--- config.mk ---
export PLATFORM = sky130hd
export DESIGN_NAME = iwd_watchdog
export DESIGN_NICKNAME = d
export VERILOG_FILES = /design/src/iwd_pkg.sv /design/src/iwd_tick_if.sv /design/src/iwd_watchdog.sv /design/src/iwd_prescaler.sv
export SDC_FILE = /design/constraint.sdc
export NUM_CORES = 1
export LEC_CHECK = 0
export BUFFER_PORTS_ARGS = -buffer_cell sky130_fd_sc_hd__buf_4
export CELL_PAD_IN_SITES_DETAIL_PLACEMENT = 0
export CELL_PAD_IN_SITES_GLOBAL_PLACEMENT = 2
export CORE_MARGIN = 5
export CORE_UTILIZATION = 34
export DETAILED_ROUTE_END_ITERATION = 6
export GPL_TIMING_DRIVEN = 0
export PLACE_DENSITY_LB_ADDON = 0.12
export SLEW_MARGIN = 10
export SYNTH_ARGS = -nofsm -noshare
export SYNTH_HDL_FRONTEND = slang
export SYNTH_SLANG_ARGS = --single-unit
--- constraint.sdc ---
create_clock -name clk_in -period 2.07 [get_ports clk_in]
set_input_delay 0.1035 -clock clk_in [delete_from_list [all_inputs] [get_ports clk_in]]
set_output_delay 0.1035 -clock clk_in [all_outputs]
set_load 0.01 [all_outputs]
--- src/iwd_pkg.sv ---
// package: port addresses, action codes, timing constants for the i/o port watchdog
package iwd_pkg;
    localparam logic [15:0] PORT_DISABLE = 16'h0080;
    localparam logic [15:0] PORT_TIMEOUT = 16'h0443;
    localparam logic [15:0] PORT_ACTION = 16'h0444;
    localparam logic [7:0] ACT_RESET = 8'h00;
    localparam logic [7:0] ACT_NMI = 8'h01;
    localparam logic [7:0] ACT_IRQ10 = 8'h02;
    localparam logic [7:0] ACT_IRQ11 = 8'h03;
    localparam logic [7:0] ACT_IRQ15 = 8'h04;
    localparam logic [7:0] ACTION_RESET_VALUE = 8'h00;
    localparam logic [7:0] TIMEOUT_RESET_VALUE = 8'h00;
    localparam int CLK_HZ = 50000000;
    localparam int TICK_PERIOD_S = 1;
    localparam int TICK_CYCLES = CLK_HZ * TICK_PERIOD_S;
    localparam int TICK_W = 26;
    localparam int PULSE_CYCLES = 16;
    localparam logic [4:0] PULSE_COUNT = 5'(PULSE_CYCLES);
    typedef enum logic [1:0]
    {
        ST_IDLE = 2'b00,
        ST_RUN = 2'b01,
        ST_FIRE = 2'b11
    } iwd_state_t;
endpackage : iwd_pkg

--- src/iwd_tick_if.sv ---
// interface: one-second tick between prescaler and watchdog core
`timescale 1ns/1ps
`default_nettype none
interface iwd_tick_if;
    logic restart;
    logic tick;
    modport source (input restart, output tick);
    modport sink (output restart, input tick);
endinterface : iwd_tick_if
`default_nettype wire

--- src/iwd_watchdog.sv ---
// module: i/o port watchdog timer core with reset, nmi and irq expiry actions
// Behaviour
// (RQ1) on expiry perform selected reset or interrupt
// (RQ2) action codes 0..4: reset, nmi, irq10, irq11, irq15
// (RQ3) timeout byte 01h..FFh means 1..255 seconds
// (RQ4) timeout held as plain 8-bit binary count
// (RQ5) software writes action then nonzero timeout
// (RQ6) timeout rewrite refreshes and reloads the count
// (RQ7) read of port 80h disables the watchdog
// (RQ8) one-second tick counts down, expiry at zero
`timescale 1ns/1ps
`default_nettype none
module iwd_watchdog #(
    parameter int unsigned TICK_CYCLES = iwd_pkg::TICK_CYCLES
) (
    input wire logic clk_in,            // 50 MHz board clock
    input wire logic rst_in,            // sync reset, active high
    input wire logic [15:0] io_addr_in, // i/o port address
    input wire logic [7:0] io_wdata_in, // write data byte
    input wire logic io_wr_in,          // write strobe, one cycle
    input wire logic io_rd_in,          // read strobe, one cycle
    output logic [7:0] io_rdata_out,    // read data (remaining seconds)
    output logic running_out,           // watchdog armed
    output logic sys_reset_out,         // system reset pulse
    output logic nmi_out,               // nmi pulse
    output logic irq10_out,             // irq10 pulse
    output logic irq11_out,             // irq11 pulse
    output logic irq15_out              // irq15 pulse
);
    // ==========================================================
    // one-second time base
    iwd_tick_if tk ();
    iwd_prescaler #(.CYCLES(TICK_CYCLES)) u_pre (
        .clk_in(clk_in),
        .rst_in(rst_in),
        .tk(tk)
    );

    // ==========================================================
    // port decode
    logic wr_action;
    logic wr_timeout;
    logic rd_disable;
    assign wr_action = io_wr_in && (io_addr_in == iwd_pkg::PORT_ACTION);
    assign wr_timeout = io_wr_in && (io_addr_in == iwd_pkg::PORT_TIMEOUT);
    assign rd_disable = io_rd_in && (io_addr_in == iwd_pkg::PORT_DISABLE);

    // ==========================================================
    // state
    iwd_pkg::iwd_state_t state;
    iwd_pkg::iwd_state_t next_state;
    logic [7:0] action;
    logic [7:0] next_action;
    logic [7:0] count;
    logic [7:0] next_count;
    logic [4:0] pulse;
    logic [4:0] next_pulse;
    logic [7:0] rdata;
    logic [7:0] next_rdata;
    logic restart;
    logic [4:0] next_outs;
    logic [4:0] outs;

    assign tk.restart = restart;

    // ==========================================================
    // next-state logic
    // a rewrite always wins over a tick in the same cycle, so a late refresh
    // never loses a second to the old count
    always_comb
    begin
        next_state = state;
        next_action = action;
        next_count = count;
        next_pulse = pulse;
        next_outs = 5'h00;
        restart = 1'b0;
        next_rdata = rdata;
        if (wr_action)
        begin
            next_action = io_wdata_in; // see (RQ2) (RQ5)
        end
        case (state)
            iwd_pkg::ST_IDLE:
            begin
                if (wr_timeout && io_wdata_in != 8'h00)
                begin
                    next_count = io_wdata_in; // see (RQ3) (RQ4)
                    restart = 1'b1;
                    next_state = iwd_pkg::ST_RUN;
                end
            end
            iwd_pkg::ST_RUN:
            begin
                if (rd_disable)
                begin
                    next_state = iwd_pkg::ST_IDLE; // see (RQ7)
                    next_count = 8'h00;
                end
                else if (wr_timeout)
                begin
                    // a zero rewrite stops the timer rather than firing at once
                    next_count = io_wdata_in; // see (RQ6)
                    restart = 1'b1;
                    if (io_wdata_in == 8'h00)
                    begin
                        next_state = iwd_pkg::ST_IDLE;
                    end
                end
                else if (tk.tick)
                begin
                    next_count = count - 8'h01; // see (RQ8)
                    if (count == 8'h01)
                    begin
                        next_state = iwd_pkg::ST_FIRE;
                        next_pulse = iwd_pkg::PULSE_COUNT;
                    end
                end
            end
            iwd_pkg::ST_FIRE:
            begin
                // outputs held a few cycles so slow edge logic sees them
                // codes above four fire nothing; the timer just drops back to idle
                case (action)
                    iwd_pkg::ACT_RESET:
                    begin
                        next_outs = 5'h01; // see (RQ1) (RQ2)
                    end
                    iwd_pkg::ACT_NMI:
                    begin
                        next_outs = 5'h02; // see (RQ1) (RQ2)
                    end
                    iwd_pkg::ACT_IRQ10:
                    begin
                        next_outs = 5'h04; // see (RQ1) (RQ2)
                    end
                    iwd_pkg::ACT_IRQ11:
                    begin
                        next_outs = 5'h08; // see (RQ1) (RQ2)
                    end
                    iwd_pkg::ACT_IRQ15:
                    begin
                        next_outs = 5'h10; // see (RQ1) (RQ2)
                    end
                    default:
                    begin
                        next_outs = 5'h00;
                    end
                endcase
                next_pulse = pulse - 5'h01;
                if (pulse == 5'h01)
                begin
                    next_state = iwd_pkg::ST_IDLE;
                end
            end
            default:
            begin
                next_state = iwd_pkg::ST_IDLE;
            end
        endcase
        // the disabling read also reports the seconds that were left
        if (rd_disable)
        begin
            next_rdata = count;
        end
    end

    // ==========================================================
    // registers
    always_ff @(posedge clk_in)
    begin
        if (rst_in)
        begin
            state <= iwd_pkg::ST_IDLE;
            action <= iwd_pkg::ACTION_RESET_VALUE;
            count <= iwd_pkg::TIMEOUT_RESET_VALUE;
            pulse <= 5'h00;
            outs <= 5'h00;
            rdata <= 8'h00;
        end
        else
        begin
            state <= next_state;
            action <= next_action;
            count <= next_count;
            pulse <= next_pulse;
            outs <= next_outs;
            rdata <= next_rdata;
        end
    end

    // ==========================================================
    // outputs
    // taken from the next state so the flag falls in step with the state change
    logic running_q;
    logic next_running;

    always_comb
    begin
        next_running = (next_state == iwd_pkg::ST_RUN);
    end

    always_ff @(posedge clk_in)
    begin
        if (rst_in)
        begin
            running_q <= 1'b0;
        end
        else
        begin
            running_q <= next_running;
        end
    end

    assign running_out = running_q;
    assign io_rdata_out = rdata;
    assign sys_reset_out = outs[0];
    assign nmi_out = outs[1];
    assign irq10_out = outs[2];
    assign irq11_out = outs[3];
    assign irq15_out = outs[4];
endmodule : iwd_watchdog
`default_nettype wire

--- src/iwd_prescaler.sv ---
// module: divides the board clock to a one-second tick, restartable
`timescale 1ns/1ps
`default_nettype none
module iwd_prescaler #(
    parameter int unsigned CYCLES = 50000000
) (
    input wire logic clk_in,            // board clock
    input wire logic rst_in,            // sync reset, active high
    iwd_tick_if.source tk               // tick link
);
    logic [iwd_pkg::TICK_W-1:0] cnt;
    logic [iwd_pkg::TICK_W-1:0] next_cnt;
    logic next_tick;
    logic tick_q;

    always_comb
    begin
        next_tick = 1'b0;
        if (tk.restart)
        begin
            next_cnt = '0;
        end
        else if (cnt == iwd_pkg::TICK_W'(CYCLES - 1))
        begin
            next_cnt = '0;
            next_tick = 1'b1;
        end
        else
        begin
            next_cnt = cnt + 1'b1;
        end
    end

    always_ff @(posedge clk_in)
    begin
        if (rst_in)
        begin
            cnt <= '0;
            tick_q <= 1'b0;
        end
        else
        begin
            cnt <= next_cnt;
            tick_q <= next_tick;
        end
    end

    assign tk.tick = tick_q;
endmodule : iwd_prescaler
`default_nettype wire

[Word-level counts from Yosys, hierarchy flattened]
Index checks and enable logic that the tools add are counted.
Storage, ports and cells
  output and inout bits: 14
  bits in read-only memories: 0
  bits in latches: 0
  register bits: 64
  memory bits (writable): 0
  bits of input ports: 28
  memories kept: 0
Cells by class
  shifts and indexed selects: 0
  add/subtract/negate cells: 3
  divide/modulo/power cells: 0
  mux-type cells: 24
  equality and inequality tests: 19
  reduce and logical (&&, ||, !) cells: 15
  multipliers: 0
  magnitude comparators: 0
  bitwise operators: 1
Operator list (number)
  16-bit by 11-bit equality test with 1-bit output, second input constant: 2
  8-bit 2-to-1 mux: 4
  26-bit by 1-bit adder with 26-bit output, second input constant: 1
  26-bit equality test, second input constant: 1
  5-bit case mux with 5 select lines: 1
  5-bit 2-to-1 mux: 4
  16-bit by 8-bit equality test with 1-bit output, second input constant: 1
  8-bit by 1-bit equality test with 1-bit output, second input constant: 2
  8-bit by 2-bit equality test with 1-bit output, second input constant: 2
  8-bit zero test: 2
  8-bit case mux with 2 select lines: 1
  2-bit 2-to-1 mux: 7
  5-bit case mux with 2 select lines: 1
  8-bit by 3-bit equality test with 1-bit output, second input constant: 1
  2-bit != test, second input constant: 4
  8-bit nonzero test: 1
  8-bit by 1-bit subtractor with 8-bit output, second input constant: 1
  2-bit case mux with 3 select lines: 1
  5-bit by 1-bit equality test with 1-bit output, second input constant: 1
  5-bit AND reduction: 1
  5-bit by 1-bit subtractor with 5-bit output, second input constant: 1
  2-bit by 1-bit equality test with 1-bit output, second input constant: 2
  1-bit logical AND: 4
  1-bit 2-to-1 mux: 4
  other kinds (10): 12

[Longest topological paths before layout]
  depth after elaboration: 7
  gate-level depth with buffers: 8
  depth with buffers taken out: 7

[By module]
From an unflattened synthesis, not the netlist that was laid out.
Second synthesis, totals
  cell total of the unflattened synthesis: 343
  area, all modules: 3159.3 µm²
Modules (own cells, without submodules)
  iwd_watchdog: cells an instance 202, area an instance 1838.0 µm², seq. area each 740.7 µm², times used 1
  iwd_prescaler: cells an instance 141, area an instance 1321.3 µm², seq. area each 540.5 µm², times used 1

[Worst setup path after synthesis]
OpenSTA, ideal clock, no wires.
  path type: reg2reg
  from: reg count[3]
  to: reg pulse[3]
  stages on the path, launching flop included: 7
  data arrival time: 1.776 ns
  setup slack: 0.225 ns
  required time: 2.000 ns
  library setup time: 0.070 ns
  cells stage by stage: dfxtp_1 > clkbuf_1 > nor4_1 > nand4_1 > a32o_1 > or4_1 > a21oi_1
On the way
  cells in the longest elaborated chain, start to end: 3
Ends and longest elaborated chain
  start, declared: line iwd_watchdog.sv:54  | logic [7:0] count;
  start signal, assigned: line iwd_watchdog.sv:176  | count <= iwd_pkg::TIMEOUT_RESET_VALUE;
  start signal, assigned: line iwd_watchdog.sv:185  | count <= next_count;
  8-bit by 1-bit equality test with 1-bit output: line iwd_watchdog.sv:113  | if (count == 8'h01)
  2-bit != test (no source line)
  5-bit AND reduction (no source line)
  end signal, assigned: line iwd_watchdog.sv:186  | pulse <= next_pulse;
  end, declared: line iwd_watchdog.sv:56  | logic [4:0] pulse;
No other way between the ends.
A chain may end at the register's enable or synchronous reset.

[Worst setup path after layout]
  from: reg count[1]
  to: reg count[6]
On the way
  cells in the longest elaborated chain, start to end: 5
Ends and longest elaborated chain
  8-bit by 1-bit subtractor with 8-bit output: line iwd_watchdog.sv:112  | next_count = count - 8'h01;
  8-bit 2-to-1 mux: line iwd_watchdog.sv:110  | else if (tk.tick)
  8-bit 2-to-1 mux: line iwd_watchdog.sv:100  | else if (wr_timeout)
  8-bit 2-to-1 mux: line iwd_watchdog.sv:95  | if (rd_disable)
  8-bit case mux with 2 select lines: line iwd_watchdog.sv:83  | case (state)
No other way between the ends. The select of a mux whose other input is x is not followed.

==> results.cfg <==
[worst_setup_path]
crit_chain = inv_1 -> ha_2 -> or4b_1 -> or3_1 -> a22oi_1 -> mux2i_1 -> o211ai_1
r2r_start = count[1]
r2r_end = count[6]
r2r_cells = 7
critPathTopFamily = simple AND/OR/NAND/NOR gates
required_ns = 2.34
reg2reg_slack_ns = 0.13
cp_slowest_cell = or4b_1
start_kind = register
crit_type = register to register
cp_num_cells = 7
cpPeakStageDelay_ns = 0.44
critPathCaptureType = register
arrival_ns = 2.20
crit_buf_inv = 1
crit_fanout = 6

[drt]
viasPerCell = 5.319
vias = 2851
ant_nets = 0
routed_wl_um = 8263
first_pass_iters = 4
initialDrtViolationCount = 120
drc = 0
routedWlPerCell_um = 15.42

[yosys]
syn_area_um2 = 3176
syn_nets = 404
synth_common_cells = 64 x dfxtp_1, 43 x nor2_1, 31 x nand2_1
yosysMostFrequentCell = dfxtp_1
yosysTopAreaCell = dfxtp_1
synth.top_cell.area_share_pct = 40.35
synth_ff_type = dfxtp_1
synth_cell_types = 49
synth_area_leaders = dfxtp_1 40%, nor2_1 5.1%, mux2i_1 4.1%
avgSynthCellArea_um2 = 8.559
yosysWarnings = 0
synth_seq_area_share_pct = 40.35
ys_async_sr_fraction_pct = 0
synth-edff-count = 0
syn_inst = 371
ys_ff_latch = 64

[timing]
setup_viol = 0
rsz0062_at_grt = yes
skew_ns = 0.01261
finalCritPeriodShare_pct = 93.48
fmax_mhz = 516.8
tns_ns = 0
setup_ws_ns = 0.1349
drv_slew = 0
max_slew.worst_pin.slew_ns = 0.7990
maxSlewHeadroom_pct = 46.24
timing_hold_violations_final = 0
min_period_ns = 1.935

[floorplan]
fp.coreArea_um2 = 9153
initial_utilization_pct = 34.70
chipHeight_um = 106.6
dieArea_um2 = 11370
die_w_um = 106.6
rows = 35
io_pins = 42

[placed_design]
place_area_um2 = 3622
dp_slack_ns = -0.2031
place.gp.congestion = 0.7501
io_buffers = 41
dpl.hpwl_um = 6154

[final_layout]
drive_gt1_share_pct = 19.29
areaGrowthSynthToFinish_pct = 23.33
diodes = 0
finalNetCount = 453
nFillCells = 950
final_cell_area_um2 = 3916

[grt]
gr-total-overflow = 0
antenna_found_initial = 0
grt_use_total_pct = 15.44
grt_start_max_net_pins = 13
grt_pass1_vias = 2906
grt_pass1_wl_um = 14230

[clock_network]
htreeDepth = 3
cts_tree = done
holdBufCountCts = 0
cts_buffer_depth = 2
clk_pin_slew_ns = 0.08
worstSkewPairLatency_ns = 0.35
cts_buffers = 9
clock_sinks = 64
cts_root_buffer = clkbuf_8

[pwr]
leakagePower_uw = 0.001402
power_density_nw_per_um2 = 694.2
totalPowerFinal_uw = 2718
irDropWorstVdd_uv = 480.2

[min_path]
min_path_type = primary input to register
holdPathStages = 3
min_to = action[2]
hp-start = io_wdata_in[2]

[run]
cap_violations = 0

[run_status]
outcome = complete, no violations
[state kept, by name, indices dropped and copies added (netlist names)]
register       cells
count              8
u_pre.tk.tick      1
u_pre.cnt         26
io_rdata_out       8
pulse              5
state              2
outs               5
action             8
running_out        1
[cells by family (layout without fill, tap and decap cells)]
family          after synthesis  in the layout  share of synthesized area, %
fa+ha+maj                     5              5                         1.970
simple gates                168            168                         28.92
xor+xnor                     26             26                         7.171
buf+inv                      34             88                         4.216
compound gates               61             61                         13.28
flops                        64             64                         40.35
mux                          13             13                         4.098
[per-stage QoR]
stage / util [%] / std cells / hold slack [ns]
finish: 42.79 / 536 / 0.03243
global route: 42.79 / 536 / 0.03768
CTS: 42.47 / 536 / 0.01647
detailed placement: 39.58 / 523 / 0.3851
global placement: 39.58 / 523 / 0.3809
floorplan: - / 371 / 0.2507
[worst max-delay path by stage]
stage / from / endpoint / slack (ns)
final: count[1] / count[6] / 0.13
after global routing: count[3] / pulse[3] / -0.02
after CTS: count[3] / pulse[3] / 0.01
after detailed placement: io_addr_in[13] / running_out / -0.20
after global placement: io_addr_in[13] / running_out / -0.22
after floorplan: count[3] / pulse[3] / 0.22
[layout by cell type, fill, tap and decap left out, types with 3 or more instances in the layout]
cell type and n:
a21oi_1 19, a22oi_1 5, a31oi_1 5, and3_1 7
and4_1 4, buf_2 3, buf_4 42, bufinv_16 3
clkbuf_1 9, clkbuf_8 10, dfxtp_1 60, dfxtp_2 4
ha_1 3, inv_1 15, mux2i_1 13, nand2_1 31
nand3_1 14, nand4_1 16, nor2_1 43, nor3_1 9
nor3b_1 7, nor4_1 7, nor4b_1 4, o211ai_1 12
o21ai_0 3, o21ai_1 3, o31ai_1 3, or3_1 6
or4_1 3, xnor2_1 12, xor2_1 14
[report_power, final]
| part | internal, µW | switching, µW |
|---|---|---|
| Clock | 839 | 526 |
| Sequential | 1240 | 5.89 |
| Combinational | 53.0 | 59.0 |
| Total | 2130 | 591 |
[layout make-up]
type	count	area, µm²	area share, %
Buffer	15	68.82	1.757
Clock buffer	10	137.6	3.514
Clock inverter	6	115.1	2.939
Inverter	15	56.30	1.438
Multi-Input combinational cell	273	1798	45.91
Sequential cell	64	1286	32.84
Tap cell	111	138.9	3.546
Timing Repair Buffer	42	315.3	8.051
[worst min-delay path: cells and delay by family]
kind	cells	cell delay [ns]
buffers and inverters	1	0.10
multiplexers	1	0.07
AND/OR/NAND/NOR	1	0.07
[layer usage]
layer / vias to the layer above / global-route usage [%] / share of wire (%)
li1: 1438 / - / -
met1: 1365 / 18.55 / 45
met2: 36 / 27.20 / 51
met3: 12 / 3.371 / 2.4
met4: 0 / 5.205 / 1.5
met5: - / 0 / 0
[timing repair]
item,in CTS,in global routing
pin swaps,0,2
gates resized for setup,4,13
endpoints found under the setup margin,28,24
setup buffers,0,1
(Power assumes the default switching activity.)
